**src/hdl/ctl_pkg.sv**
```systemverilog
package ctl_pkg;
  // register port geometry
  localparam int ADDR_W = 12;
  localparam int DATA_W = 32;
  // byte offsets
  localparam logic [ADDR_W-1:0] CTRL_OFS = 12'h13C;
  localparam logic [ADDR_W-1:0] NIEN_OFS = 12'h180;
  localparam logic [ADDR_W-1:0] FIEN_OFS = 12'h184;
  // control register fields
  localparam int INIT_BIT = 0;
  localparam int SERR_REQ_BIT = 1;
  localparam int ZERO_BIT = 2;
  localparam int FLAG_LO = 3;
  localparam int FLAG_N = 4;
  // positions inside the flag vector
  localparam int F_RSERR = 0;
  localparam int F_CPU_PERR = 1;
  localparam int F_PCI_PERR = 2;
  localparam int F_DMA_PERR = 3;
  // reset values
  localparam logic CTRL_INIT_RST = 1'b0;
  localparam logic CTRL_SERR_RST = 1'b0;
  localparam logic [FLAG_N-1:0] FLAG_RST = 4'h0;
  localparam logic [FLAG_N-1:0] EN_RST = 4'h0;
  localparam logic [DATA_W-1:0] RDATA_RST = 32'h0000_0000;
  // serr pulse sequencing
  typedef enum logic [1:0] {serr_idle, serr_drive, serr_hold} serr_state_t;
endpackage

```
**src/hdl/flag_if.sv**
```systemverilog
`timescale 1ns/1ps
interface flag_if #(parameter int N = 4);
  logic [N-1:0] set;
  logic [N-1:0] clr;
  logic [N-1:0] q;
  modport owner (input set, input clr, output q);
  modport user (output set, output clr, input q);
endinterface

```
**src/hdl/w1c_flags.sv**
```systemverilog
`timescale 1ns/1ps
module w1c_flags #(
  parameter int N = 4,
  parameter logic [N-1:0] RST = '0
) (
  // clock and reset
  input wire logic clk_sys,
  input wire logic rstn,
  // flag vector
  flag_if.owner f
);
  typedef struct packed {
    logic [N-1:0] q;
  } flag_state_t;

  flag_state_t st_reg;
  flag_state_t st_next;

  // a set in the same cycle as a clear keeps the flag up
  always_comb
  begin
    st_next = st_reg;
    st_next.q = (st_reg.q & ~f.clr) | f.set;
  end

  always_ff @(posedge clk_sys or negedge rstn)
  begin
    if (!rstn)
    begin
      st_reg <= '{q: RST};
    end
    else
    begin
      st_reg <= st_next;
    end
  end

  assign f.q = st_reg.q;
endmodule

```
**src/hdl/proc_ctrl_status.sv**
```systemverilog
// The implementer's own choice: strobed register access.
`timescale 1ns/1ps
module proc_ctrl_status (
  // clock and reset
  input wire logic clk_sys,
  input wire logic rstn,
  // register port
  input wire logic [ctl_pkg::ADDR_W-1:0] addr,
  input wire logic [ctl_pkg::DATA_W-1:0] wdata,
  input wire logic wr_en,
  input wire logic rd_en,
  output logic [ctl_pkg::DATA_W-1:0] rdata,
  // pci target decode
  input wire logic cfg_hit,
  input wire logic iomem_hit,
  output logic cfg_retry,
  output logic cfg_normal,
  output logic devsel_claim,
  // system error pin
  input wire logic central_fn,
  input wire logic cmd_serr_en,
  input wire logic serr_in_n,
  output logic serr_out_n,
  output logic serr_oe,
  // sdram parity reports
  input wire logic parity_en,
  input wire logic cpu_perr,
  input wire logic pci_perr,
  input wire logic dma_perr,
  // interrupts to the local processor
  output logic normal_irq,
  output logic fast_irq
);
  import ctl_pkg::*;

  typedef struct packed {
    logic init_done;
    logic serr_req;
    serr_state_t serr_st;
    logic [FLAG_N-1:0] normal_interrupt_enable_reg;
    logic [FLAG_N-1:0] fast_interrupt_enable_reg;
    logic [DATA_W-1:0] rdata;
  } state_t;

  state_t st_reg;
  state_t st_next;

  flag_if #(.N(FLAG_N)) fl ();

  logic wr_ctrl;
  logic rd_ctrl;
  logic serr_cond;
  logic rserr_evt;
  logic [FLAG_N-1:0] set_vec;

  assign wr_ctrl = wr_en && (addr == CTRL_OFS);
  assign rd_ctrl = rd_en && (addr == CTRL_OFS);

  // only the central function samples foreign SERR#, and our own drive is not foreign
  assign rserr_evt = !serr_in_n && central_fn && !serr_oe;
  assign serr_cond = st_reg.serr_req && !central_fn && cmd_serr_en;

  always_comb
  begin
    set_vec = '0;
    set_vec[F_RSERR] = rserr_evt;
    set_vec[F_CPU_PERR] = cpu_perr && parity_en;
    set_vec[F_PCI_PERR] = pci_perr && parity_en;
    set_vec[F_DMA_PERR] = dma_perr && parity_en;
  end

  assign fl.set = set_vec;
  // zero bits of a write leave the flags alone
  assign fl.clr = wr_ctrl ? wdata[FLAG_LO +: FLAG_N] : '0;

  w1c_flags #(.N(FLAG_N), .RST(FLAG_RST)) flags_u (
    .clk_sys(clk_sys),
    .rstn(rstn),
    .f(fl)
  );

  always_comb
  begin
    st_next = st_reg;
    st_next.rdata = '0;
    if (wr_en)
    begin
      if (addr == CTRL_OFS)
      begin
        st_next.init_done = wdata[INIT_BIT];
        st_next.serr_req = wdata[SERR_REQ_BIT];
      end
      else if (addr == NIEN_OFS)
      begin
        st_next.normal_interrupt_enable_reg = wdata[FLAG_LO +: FLAG_N];
      end
      else if (addr == FIEN_OFS)
      begin
        st_next.fast_interrupt_enable_reg = wdata[FLAG_LO +: FLAG_N];
      end
    end
    // unmapped reads return zero; bit 2 always reads zero
    if (rd_en)
    begin
      if (addr == CTRL_OFS)
      begin
        st_next.rdata[INIT_BIT] = st_reg.init_done;
        st_next.rdata[SERR_REQ_BIT] = st_reg.serr_req;
        st_next.rdata[ZERO_BIT] = 1'b0;
        st_next.rdata[FLAG_LO +: FLAG_N] = fl.q;
      end
      else if (addr == NIEN_OFS)
      begin
        st_next.rdata[FLAG_LO +: FLAG_N] = st_reg.normal_interrupt_enable_reg;
      end
      else if (addr == FIEN_OFS)
      begin
        st_next.rdata[FLAG_LO +: FLAG_N] = st_reg.fast_interrupt_enable_reg;
      end
    end
    // a held request gives one pulse, then waits for the condition to drop
    // so a request bit left set does not stream SERR# every other cycle
    unique case (st_reg.serr_st)
      serr_idle:
      begin
        if (serr_cond)
        begin
          st_next.serr_st = serr_drive;
        end
      end
      serr_drive:
      begin
        st_next.serr_st = serr_cond ? serr_hold : serr_idle;
      end
      serr_hold:
      begin
        if (!serr_cond)
        begin
          st_next.serr_st = serr_idle;
        end
      end
      default:
      begin
        st_next.serr_st = serr_idle;
      end
    endcase
  end

  always_ff @(posedge clk_sys or negedge rstn)
  begin
    if (!rstn)
    begin
      st_reg.init_done <= CTRL_INIT_RST;
      st_reg.serr_req <= CTRL_SERR_RST;
      st_reg.serr_st <= serr_idle;
      st_reg.normal_interrupt_enable_reg <= EN_RST;
      st_reg.fast_interrupt_enable_reg <= EN_RST;
      st_reg.rdata <= RDATA_RST;
    end
    else
    begin
      st_reg <= st_next;
    end
  end

  assign rdata = st_reg.rdata;

  // target responses gated by init-done
  assign cfg_retry = cfg_hit && !st_reg.init_done;
  assign cfg_normal = cfg_hit && st_reg.init_done;
  assign devsel_claim = iomem_hit && st_reg.init_done;

  // open-drain: only ever pulls low
  assign serr_oe = (st_reg.serr_st == serr_drive);
  assign serr_out_n = !serr_oe;

  assign normal_irq = |(fl.q & st_reg.normal_interrupt_enable_reg);
  assign fast_irq = |(fl.q & st_reg.fast_interrupt_enable_reg);
endmodule

```
**config.mk**
```make
export PLATFORM = sky130hd
export DESIGN_NAME = proc_ctrl_status
export DESIGN_NICKNAME = d
export VERILOG_FILES = /design/src/hdl/ctl_pkg.sv /design/src/hdl/flag_if.sv /design/src/hdl/w1c_flags.sv /design/src/hdl/proc_ctrl_status.sv
export SDC_FILE = /design/constraint.sdc
export NUM_CORES = 1
export LEC_CHECK = 0
export BUFFER_PORTS_ARGS = -buffer_cell sky130_fd_sc_hd__buf_2
export CORE_UTILIZATION = 40
export DETAILED_ROUTE_END_ITERATION = 8
export PLACE_DENSITY = 0.75
export SYNTH_ARGS = -nofsm -noshare
export SYNTH_HDL_FRONTEND = slang
export SYNTH_SLANG_ARGS = --single-unit
```
**constraint.sdc**
```tcl
create_clock -name clk_sys -period 1.3 [get_ports clk_sys]
set_clock_uncertainty 0.1 [all_clocks]
set_input_delay 0.065 -clock clk_sys [delete_from_list [all_inputs] [get_ports clk_sys]]
set_output_delay 0.065 -clock clk_sys [all_outputs]
set_load 0.01 [all_outputs]
```
==> results of run 1 <==
[cells in the mapped netlist (all sizes together)]
library cell,number
nand2,3
nor4b,2
nand2b,2
nand3b,1
nor2b,7
a22oi,4
a21oi,5
and4b,2
mux2,14
a221o,4
nand4,7
dfrtp,22
inv,1
and2,3
nor3,2
nand3,4
and3,3
conb,1
nor2,1
buf,35
[how the worst max path moves through the flow]
stage                             start                     end  slack (ns)
2_1_floorplan                   addr[5]  st_reg[32]$_DFFE_PN0P_         0.1
3_3_place_gp                    addr[5]  st_reg[32]$_DFFE_PN0P_       -0.05
3_5_place_dp                    addr[5]  st_reg[33]$_DFFE_PN0P_       -0.08
4_1_cts        flags_u.f.q[2]$_DFF_PN0_              normal_irq       -0.03
5_1_grt          st_reg[33]$_DFFE_PN0P_                fast_irq       -0.11
6_report         st_reg[33]$_DFFE_PN0P_                fast_irq       -0.03
[routing by layer]
| metal | part of all wire [%] | wire (µm) | up-vias | global-route usage, % |
|---|---|---|---|---|
| li1 | - | - | 504 | - |
| met3 | 5.6 | 156 | 9 | 2.165 |
| met5 | 0 | 0 | - | 0 |
| met2 | 51 | 1439 | 51 | 29.05 |
| met1 | 39 | 1098 | 516 | 17.96 |
| met4 | 3.7 | 104 | 0 | 13.29 |
[final cells by class]
class | count | share of cell area, %
repair buffers | 69 | 25.64
flip-flops and latches | 22 | 31.43
well taps | 44 | 3.143
multi-input cells | 90 | 36.57
clock buffers | 3 | 1.286
inverters | 1 | 0.2143
clock inverters | 1 | 1.714
[critical path: stages, from the launching register on]
cell and delay (ns):
dfrtp_1 0.42, a22oi_1 0.20, nand2_1 0.08, buf_2 0.14
[cell families (layout without fill, tap and decap cells)]
family                 count (synthesis)  after routing
buffers and inverters                 36             74
AOI/OAI and AO/OA                     13             13
other                                  1             26
DFF                                   22             22
and+or+nand+nor                       37             37
muxes                                 14             14
[timing repair]
action	CTS	global route
hold buffers	14	0
endpoints found under the hold margin	42	0
buffers inserted	4	3
pin swaps	4	1
setup endpoints to repair	2	4
gates resized for setup	2	2
[power groups by stage]
stage                     registers, mW  logic [mW]  clock network, mW
final                             0.687       0.186              0.523
after global routing              0.687       0.205              0.560
after CTS                         0.687       0.182              0.536
after detailed placement          0.700       0.150                  0
after global placement            0.700       0.145                  0
after floorplan                   0.700       0.127                  0
==> qor.yml, run 1 <==
drt:
  dr.pass1.iters: 4
  first_iter_violations: 36
  ant_nets: 0
  vias: 1080
  routed_wl_um: 2798
  post_drt_wl_per_cell_um: 12.17
  viasPerCell: 4.696
  drc_errors: 0
finish:
  final_cell_mix: "43 x buf_2, 26 x conb_1, 22 x dfrtp_1"
  final_cells: 230
  num-fill-cells: 274
  syn2layout_area_growth_pct: 30.96
  largest_reg_flops: 12
  drive_above_1_share_pct: 38.71
  layout_commonest_cell: "buf_2"
  multi_input_area_um2: 640.6
  post-route-util_pct: 56.45
  regArea_um2: 550.5
  antenna_cells: 0
  nNetsFinal: 244
  design_area_um2: 1752
worst_hold_path:
  hold_depth: 3
  min_to: "flags_u.f.q[0]$_DFF_PN0_"
  hold_path_class: "input port to register"
  min_from: "serr_in_n"
critical_path:
  crit_path_max_fanout: 3
  r2r-end: "flags_u.f.q[0]$_DFF_PN0_"
  r2r-start: "flags_u.f.q[0]$_DFF_PN0_"
  r2r_cells: 4
  cp_data_arrival_time_ns: 1.16
  startpoint_type: "register"
  rrSetupSlack_ns: 0.04
  crit_required_ns: 1.13
  path_class: "register to output port"
  end_kind: "output port"
placed_design:
  dp_slack_ns: -0.08433
  postPlaceCellArea_um2: 1485
  gp_congestion: 0.8562
  io_buffer_count: 43
  dp_hpwl_um: 1910
  dp_cells: 205
clocking:
  cts_buffer_depth: 2
  numCtsBuffers: 3
  clock_latency_ns: 0.31
  root_buffer: "clkbuf_4"
  cts_tree: "built"
  clkTransAtPathRegs_ns: 0.12
  clock-sinks: 22
  h-tree-depth: 1
grt:
  grt_pass1_vias: 975
  antenna_found_initial: 0
  grt-ovfl-total: 0
  grt_pass1_wl_um: 4367
  grt_max_degree: 23
  grt_use_total_pct: 16.66
timing:
  slew_violations: 0
  setup_viol: 2
  tns_ns: -0.04889
  fmax_mhz: 753.0
  finalCriticalPeriod_ns: 1.328
  finalHoldViolCount: 0
  rsz0062_at_grt: "true"
  fin_hold_ws_ns: 0.01808
  min_period_over_period_pct: 102.2
  setup_slack_ns: -0.02800
power:
  power_frac_clock_pct: 37.5
  internal-power_mw: 1.082
  combPwrFrac_pct: 13.3
  p_per_area_nw_per_um2: 796.5
  leakage_nw: 0.9294
  p_seq_share_pct: 49.2
  net-switching-power_uw: 313.3
  peakVddDrop_v: 0.0003265
  total_power_mw: 1.395
  p_sw_share_pct: 22.45
yosys:
  synthMuxAreaShare_pct: 11.79
  synth-seq-cells: 22
  ys_top_cells_by_area: "dfrtp_1 41%, buf_4 18%, mux2_1 8.4%"
  synth_top_area_share_pct: 41.16
  syn-cell-area_um2: 1338
  syn_area_per_cell_um2: 10.87
  synth_fa_ha_area_share_pct: 0
  ys_seq_area_share_pct: 41.16
  synth_top_family_by_area: "simple AND/OR/NAND/NOR gates"
  synthDistinctLibCells: 26
  yosysWarnings: 0
  yosysTopAreaCell: "dfrtp_1"
  synthCells: 123
  synth_compound_area_share_pct: 7.109
  synth-xor-area-share_pct: 0
  synthSimpleGateAreaFrac_pct: 20.39
floorplan:
  fp.dieH_um: 59.83
  dieArea_um2: 3579
  die_w_um: 59.83
  initial_core_util_pct: 43.10
  std_cell_rows: 20
  io_pins: 96
  coreArea_um2: 3103
run_status:
  status: "finished with violations"
  violations: "negative setup slack"
run:
  drv_cap: 0
No activity file was read; power rests on OpenSTA's default activity.
==> inputs of run 2 (changes only) <==
Settings changed: PLACE_DENSITY 0.75 to 0.86, SETUP_SLACK_MARGIN set to 0.1.
==> run 2 against run 1 <==
Compared with the run above: total power decreased by 12%; via count shrank 1.1%; critical path depth did not move; final cell count is 0.87% lower; worst setup slack better by 0.0034 ns; clock power down 32%; maximum frequency is 0.26% higher; combinational power about the same; critical endpoint unchanged; routed wire length shrank 2.1%; worst hold slack improved by 0.0084 ns; die area unchanged; the run still ends with negative setup slack left.
==> qor.yml, run 2 (synthesized netlist as in run 1, its figures left out) <==
run_status:
  status: "finished with violations"
  violations: "negative setup slack"
critical_path:
  cp_data_arrival_time_ns: 1.16  # about the same
  crit_path_max_fanout: 3  # unchanged
  slowest_stage: "dfrtp_1"
  crit_start: "flags_u.f.q[1]$_DFF_PN0_"
  r2r-start: "flags_u.f.q[1]$_DFF_PN0_"
  crit_required_ns: 1.13  # about the same
  startpoint_type: "register"
  crit_chain: "a22oi_1 > nand2_1 > buf_2"
  end_kind: "output port"
  slowest_delay_ns: 0.44  # +0.02 ns
  path_class: "register to output port"
timing:
  fin_hold_ws_ns: 0.02646  # +0.008378 ns
  slew_violations: 0  # unchanged
  fmax_mhz: 754.9  # +0.26%
  min_period_over_period_pct: 101.9  # -0.26 points
  setup_slack_ns: -0.02461  # +0.003389 ns
  setup_viol: 2  # unchanged
  finalCriticalPeriod_ns: 1.325  # -0.003389 ns
  rsz0062_at_grt: "true"
  finalHoldViolCount: 0  # unchanged
finish:
  num-fill-cells: 268  # -2.2%
  drive_above_1_share_pct: 39.67  # +0.96 points
  antenna_cells: 0  # unchanged
  final_cells: 228  # -0.87%
  design_area_um2: 1742  # -0.57%
  syn2layout_area_growth_pct: 30.22
  nNetsFinal: 242  # -0.82%
  largest_reg_flops: 12  # unchanged
  final_cell_mix: "41 x buf_2, 26 x conb_1, 22 x dfrtp_1"
  regArea_um2: 550.5  # unchanged
  multi_input_area_um2: 653.1  # +2.0%
  layout_commonest_cell: "buf_2"
run:
  drv_cap: 0  # unchanged
floorplan:
  die_w_um: 59.83  # unchanged
  initial_core_util_pct: 43.10  # unchanged
  coreArea_um2: 3103  # unchanged
  fp.dieH_um: 59.83  # unchanged
  dieArea_um2: 3579  # unchanged
  io_pins: 96  # unchanged
  std_cell_rows: 20  # unchanged
grt:
  antenna_found_initial: 0  # unchanged
  grt_use_total_pct: 15.89  # -0.77 points
  grt_pass1_wl_um: 4229  # -3.2%
  grt_max_degree: 23  # unchanged
  grt-ovfl-total: 0  # unchanged
  grt_pass1_vias: 970  # -0.51%
drt:
  post_drt_wl_per_cell_um: 12.02  # -1.2%
  routed_wl_um: 2740  # -2.1%
  first_iter_violations: 26  # -28%
  viasPerCell: 4.684  # -0.24%
  drc_errors: 0  # unchanged
  ant_nets: 0  # unchanged
  vias: 1068  # -1.1%
  dr.pass1.iters: 4  # unchanged
worst_hold_path:
  hold_path_class: "input port to register"
  min_from: "serr_in_n"
clocking:
  h-tree-depth: 1  # unchanged
  clock-sinks: 22  # unchanged
  clock_latency_ns: 0.30  # about the same
  cts_tree: "built"
  root_buffer: "clkbuf_4"
  numCtsBuffers: 3  # unchanged
  clkTransAtPathRegs_ns: 0.11  # about the same
  cts_buffer_depth: 2  # unchanged
power:
  total_power_mw: 1.229  # -12%
  combPwrFrac_pct: 15.1  # +1.8 points
  p_seq_share_pct: 55.9  # +6.7 points
  power_frac_clock_pct: 29.1  # -8.4 points
  net-switching-power_uw: 288.3  # -8.0%
  p_per_area_nw_per_um2: 705.7  # -11%
  internal-power_uw: 940.8  # -13%
  leakage_nw: 0.9178  # -1.2%
  p_sw_share_pct: 23.46  # +1.0 points
  peakVddDrop_v: 0.0005010  # +53%
placed_design:
  postPlaceCellArea_um2: 1485  # unchanged
  io_buffer_count: 43  # unchanged
  dp_cells: 205  # unchanged
  dp_hpwl_um: 1982  # +3.8%
  gp_congestion: 0.7254  # -15%
==> run 2: stage by stage <==
| step | setup slack, ns | utilization (%) | setup TNS [ns] |
|---|---|---|---|
| detailed placement | -0.09396 | 47.86 | -0.6752 |
| global placement | -0.05286 | 47.86 | -0.3357 |
| floorplan | 0.09525 | - | 0 |
| CTS | -0.03310 | 54.68 | -0.04721 |
| global route | -0.08132 | 56.13 | -0.1514 |
| finish | -0.02461 | 56.13 | -0.02633 |
==> run 2: timing repair <==
item | CTS | global route
gates resized for setup | 2 | 7
pin swaps | 3 | 3
endpoints found under the hold margin | 41 | 0
hold buffers | 14 | 0
setup endpoints to repair | 4 | 7
buffers inserted | 3 | 2
==> run 2: path summary, 6_finish.rpt <==
path,end,slack [ns],cells past startpoint
setup / recovery,fast_irq,-0.02,3
hold / removal,flags_u.f.q[0]$_DFF_PN0_,0.03,3
setup reg to reg,flags_u.f.q[1]$_DFF_PN0_,0.13,3
hold reg to reg,st_reg[40]$_DFFE_PN0P_,0.43,1
max in group asynchronous,st_reg[39]$_DFFE_PN0P_,0.63,2
min in group asynchronous,flags_u.f.q[1]$_DFF_PN0_,0.14,2
==> run 2: per-layer routing <==
metal / GRT usage (%) / wire (µm) / up-vias / part of all wire [%]
li1: - / - / 506 / -
met1: 18.26 / 1033 / 514 / 38
met2: 27.94 / 1513 / 44 / 55
met3: 5.411 / 144 / 4 / 5.3
met4: 4.319 / 48 / 0 / 1.8
met5: 0 / 0 / - / 0
==> run 2: layout make-up <==
| cell class | instances | area share [%] |
|---|---|---|
| Multi-Input combinational cell | 90 | 37.50 |
| Tap cell | 44 | 3.161 |
| Sequential cell | 22 | 31.61 |
| Inverter | 1 | 0.2155 |
| Timing Repair Buffer | 67 | 25.43 |
| Clock buffer | 4 | 2.083 |
==> run 2: worst max-delay path: cells and delay by family, from the launching register on <==
| family | cells | cell delay [ns] |
|---|---|---|
| and+or+nand+nor | 1 | 0.09 |
| DFF | 1 | 0.44 |
| buffers and inverters | 1 | 0.14 |
| AOI/OAI and AO/OA | 1 | 0.19 |
==> run 2: power by group through the flow <==
stage                     Clock, mW  Sequential [mW]  Combinational [mW]
after detailed placement          0            0.700               0.149
after CTS                     0.375            0.687               0.182
after floorplan                   0            0.700               0.127
final                         0.357            0.687               0.185
after global routing          0.415            0.687               0.206
after global placement            0            0.700               0.146
==> inputs of run 3 (changes only) <==
Settings changed: CORE_UTILIZATION 40 to 41, GPL_ROUTABILITY_DRIVEN set to 0, PLACE_DENSITY 0.86 to 0.87, SYNTH_HIERARCHICAL set to 1.
==> run 3 against run 2 <==
Compared with the run above: the flow still finishes with violations (negative setup slack); core utilization grew 5.4 points; final cell count grew 3.5%; area after synthesis grew 4.3%; worst setup slack lost 0.060 ns; die area grew 1.7%; non-clock buffer count shrank 3; sequential power is essentially flat; clock power shrank 9.0%; routed wire length grew 15%; via count grew 4.1%; combinational power grew 14%.
==> qor.yml, run 3 <==
run_status:
  status: "finished with violations"
  violations: "negative setup slack"
floorplan:
  dieArea_um2: 3640  # +1.7%
  die_w_um: 60.33  # +0.84%
  fp.dieH_um: 60.33  # +0.84%
  initial_core_util_pct: 44.60  # +1.5 points
  io_pins: 96  # unchanged
  std_cell_rows: 20  # unchanged
  coreArea_um2: 3128  # +0.81%
drt:
  vias: 1112  # +4.1%
  first_iter_violations: 39  # +50%
  routed_wl_um: 3149  # +15%
  dr.pass1.iters: 4  # unchanged
  post_drt_wl_per_cell_um: 13.34  # +11%
  viasPerCell: 4.712  # +0.59%
  ant_nets: 0  # unchanged
  drc_errors: 0  # unchanged
placed_design:
  dp_hpwl_um: 2006  # +1.2%
  io_buffer_count: 43  # unchanged
  dp_slack_ns: -0.4351  # -0.3411 ns
finish:
  drive_above_1_share_pct: 51.04  # +11 points
  post-route-util_pct: 61.52  # +5.4 points
  antenna_cells: 0  # unchanged
  nNetsFinal: 251  # +3.7%
  largest_reg_flops: 12  # unchanged
  syn2layout_area_growth_pct: 37.94
  layout_commonest_cell: "buf_2"
  final_cell_mix: "36 x buf_2, 26 x conb_1, 21 x dfrtp_1"
critical_path:
  r2r_cells: 3  # unchanged
  r2r-end: "rdata[3]$_DFF_PN0_"
  cp_data_arrival_time_ns: 1.22  # +0.06 ns
  r2r-start: "st_reg[36]$_DFFE_PN0P_"
  path_class: "register to output port"
  end_kind: "output port"
  crit_required_ns: 1.13  # about the same
  startpoint_type: "register"
  rrSetupSlack_ns: 0.20  # +0.07 ns
  crit_path_max_fanout: 4  # +1
worst_hold_path:
  hold_depth: 4  # +1
  hold_path_class: "input port to register"
  min_from: "rd_en"
  min_to: "rdata[5]$_DFF_PN0_"
grt:
  grt_max_degree: 23  # unchanged
  antenna_found_initial: 0  # unchanged
  grt-ovfl-total: 0  # unchanged
  grt_use_total_pct: 16.97  # +1.1 points
  grt_pass1_wl_um: 4643  # +9.8%
  grt_pass1_vias: 1044  # +7.6%
run:
  drv_cap: 0  # unchanged
yosys:
  syn_area_per_cell_um2: 10.49  # -3.5%
  async_flop_share_pct: 100.0  # unchanged
  synth_top_family_by_area: "simple AND/OR/NAND/NOR gates"
  yosysTopAreaCell: "dfrtp_1"
  synthDistinctLibCells: 29  # +12%
  synthCells: 133  # +8.1%
  synthMuxAreaShare_pct: 11.30  # -0.49 points
  synth-edff-count: 0  # unchanged
  syn-cell-area_um2: 1395  # +4.3%
  synth_fa_ha_area_share_pct: 0  # unchanged
  synth_compound_area_share_pct: 7.175  # +0.065 points
  ys_top_cells_by_area: "dfrtp_1 39%, buf_4 17%, mux2_1 6.5%"
  ys.flop_type: "dfrtp_1"
  synthMostInstantiatedCell: "buf_4"
  yosysWarnings: 6  # +6
  ys_seq_area_share_pct: 39.46  # -1.7 points
  synth-xor-area-share_pct: 0  # unchanged
  synth_top_area_share_pct: 39.46  # -1.7 points
  synthTopCellsByCount: "32 x buf_4, 22 x dfrtp_1, 11 x inv_1, 9 x and2_1, 8 x mux2_1"
  synth-seq-cells: 22  # unchanged
  synthSimpleGateAreaFrac_pct: 21.35  # +0.95 points
clocking:
  h-tree-depth: 1  # unchanged
  clock-sinks: 22  # unchanged
  cts_tree: "built"
  clock_latency_ns: 0.32  # +0.02 ns
  numCtsBuffers: 3  # unchanged
  clkTransAtPathRegs_ns: 0.12  # about the same
  root_buffer: "clkbuf_4"
  cts_buffer_depth: 2  # unchanged
timing:
  setup_slack_ns: -0.08502  # -0.06041 ns
  fmax_mhz: 722.0  # -4.4%
  min_period_over_period_pct: 106.5  # +4.6 points
  fin_hold_ws_ns: 0.05310  # +0.02664 ns
  finalCriticalPeriod_ns: 1.385  # +0.06041 ns
  finalHoldViolCount: 0  # unchanged
  rsz0062_at_grt: "true"
  slew_violations: 0  # unchanged
  setup_viol: 3  # +1
power:
  peakVddDrop_v: 0.0002926  # -42%
  leakage_nw: 0.9708  # +5.8%
  p_per_area_nw_per_um2: 635.6  # -9.9%
## run 3: logic make-up after synthesis
group                  count (synthesis)
other                                  1
DFF                                   22
muxes                                 14
AOI/OAI and AO/OA                     13
buffers and inverters                 44
and+or+nand+nor                       39
## run 3: layer usage
layer | GRT usage (%) | vias to the layer above | routed length, µm
li1 | - | 515 | -
met1 | 20.30 | 549 | 1312
met2 | 30.93 | 41 | 1642
met3 | 2.559 | 7 | 127
met4 | 5.648 | 0 | 67
met5 | 0 | - | 0
## run 3: worst max-delay path by stage
| stage | start | end | depth (start not counted) |
|---|---|---|---|
| CTS | flags_u/f.q[2]$_DFF_PN0_ | normal_irq | 3 |
| global placement | addr[4] | st_reg[38]$_DFFE_PN0P_ | 4 |
| detailed placement | addr[4] | rdata[5]$_DFF_PN0_ | 4 |
| finish | flags_u/f.q[0]$_DFF_PN0_ | normal_irq | 3 |
| global route | flags_u/f.q[0]$_DFF_PN0_ | normal_irq | 3 |
| floorplan | addr[4] | rdata[3]$_DFF_PN0_ | 3 |
## run 3: layout make-up
type                       count  area (µm²)
fill                         254        1204
tap                           44       55.05
multi-input combinational     92       790.8
sequential                    22       551.8
inverter                      11       41.29
clock buffer                   3       22.52
timing repair buffer          64       462.9
## run 3: worst max-delay path: stages (launching register included)
cell	delay, ns
dfrtp_1	0.45
a22oi_2	0.21
nand2_1	0.09
buf_2	0.15
## run 3: report_power, final
group          switching, mW  total (mW)  internal [mW]
clock network          0.216       0.325          0.109
registers            0.00152       0.687          0.686
logic                  0.106       0.211          0.106
total                  0.323        1.22          0.900
## run 3: per-stage QoR
| stage | area [µm²] | TNS (ns) | instances | total power, mW |
|---|---|---|---|---|
| after detailed placement | 1559 | -6.472 | 215 | 0.8538 |
| after global routing | 1924 | -0.3313 | 236 | 1.270 |
| after floorplan | 1511 | -2.755 | 158 | 0.8306 |
| after CTS | 1842 | -0.1684 | 234 | 1.205 |
| final | 1924 | -0.2027 | 236 | 1.223 |
| after global placement | 1559 | -5.953 | 215 | 0.8499 |
## run 3: timing repair
action | 4_1_cts | 5_1_grt
setup buffers | 2 | 2
setup endpoints to repair | 16 | 25
hold endpoints to repair | 38 | 0
gates resized for setup | 20 | 19
hold buffers | 14 | 0
pin swaps | 9 | 7
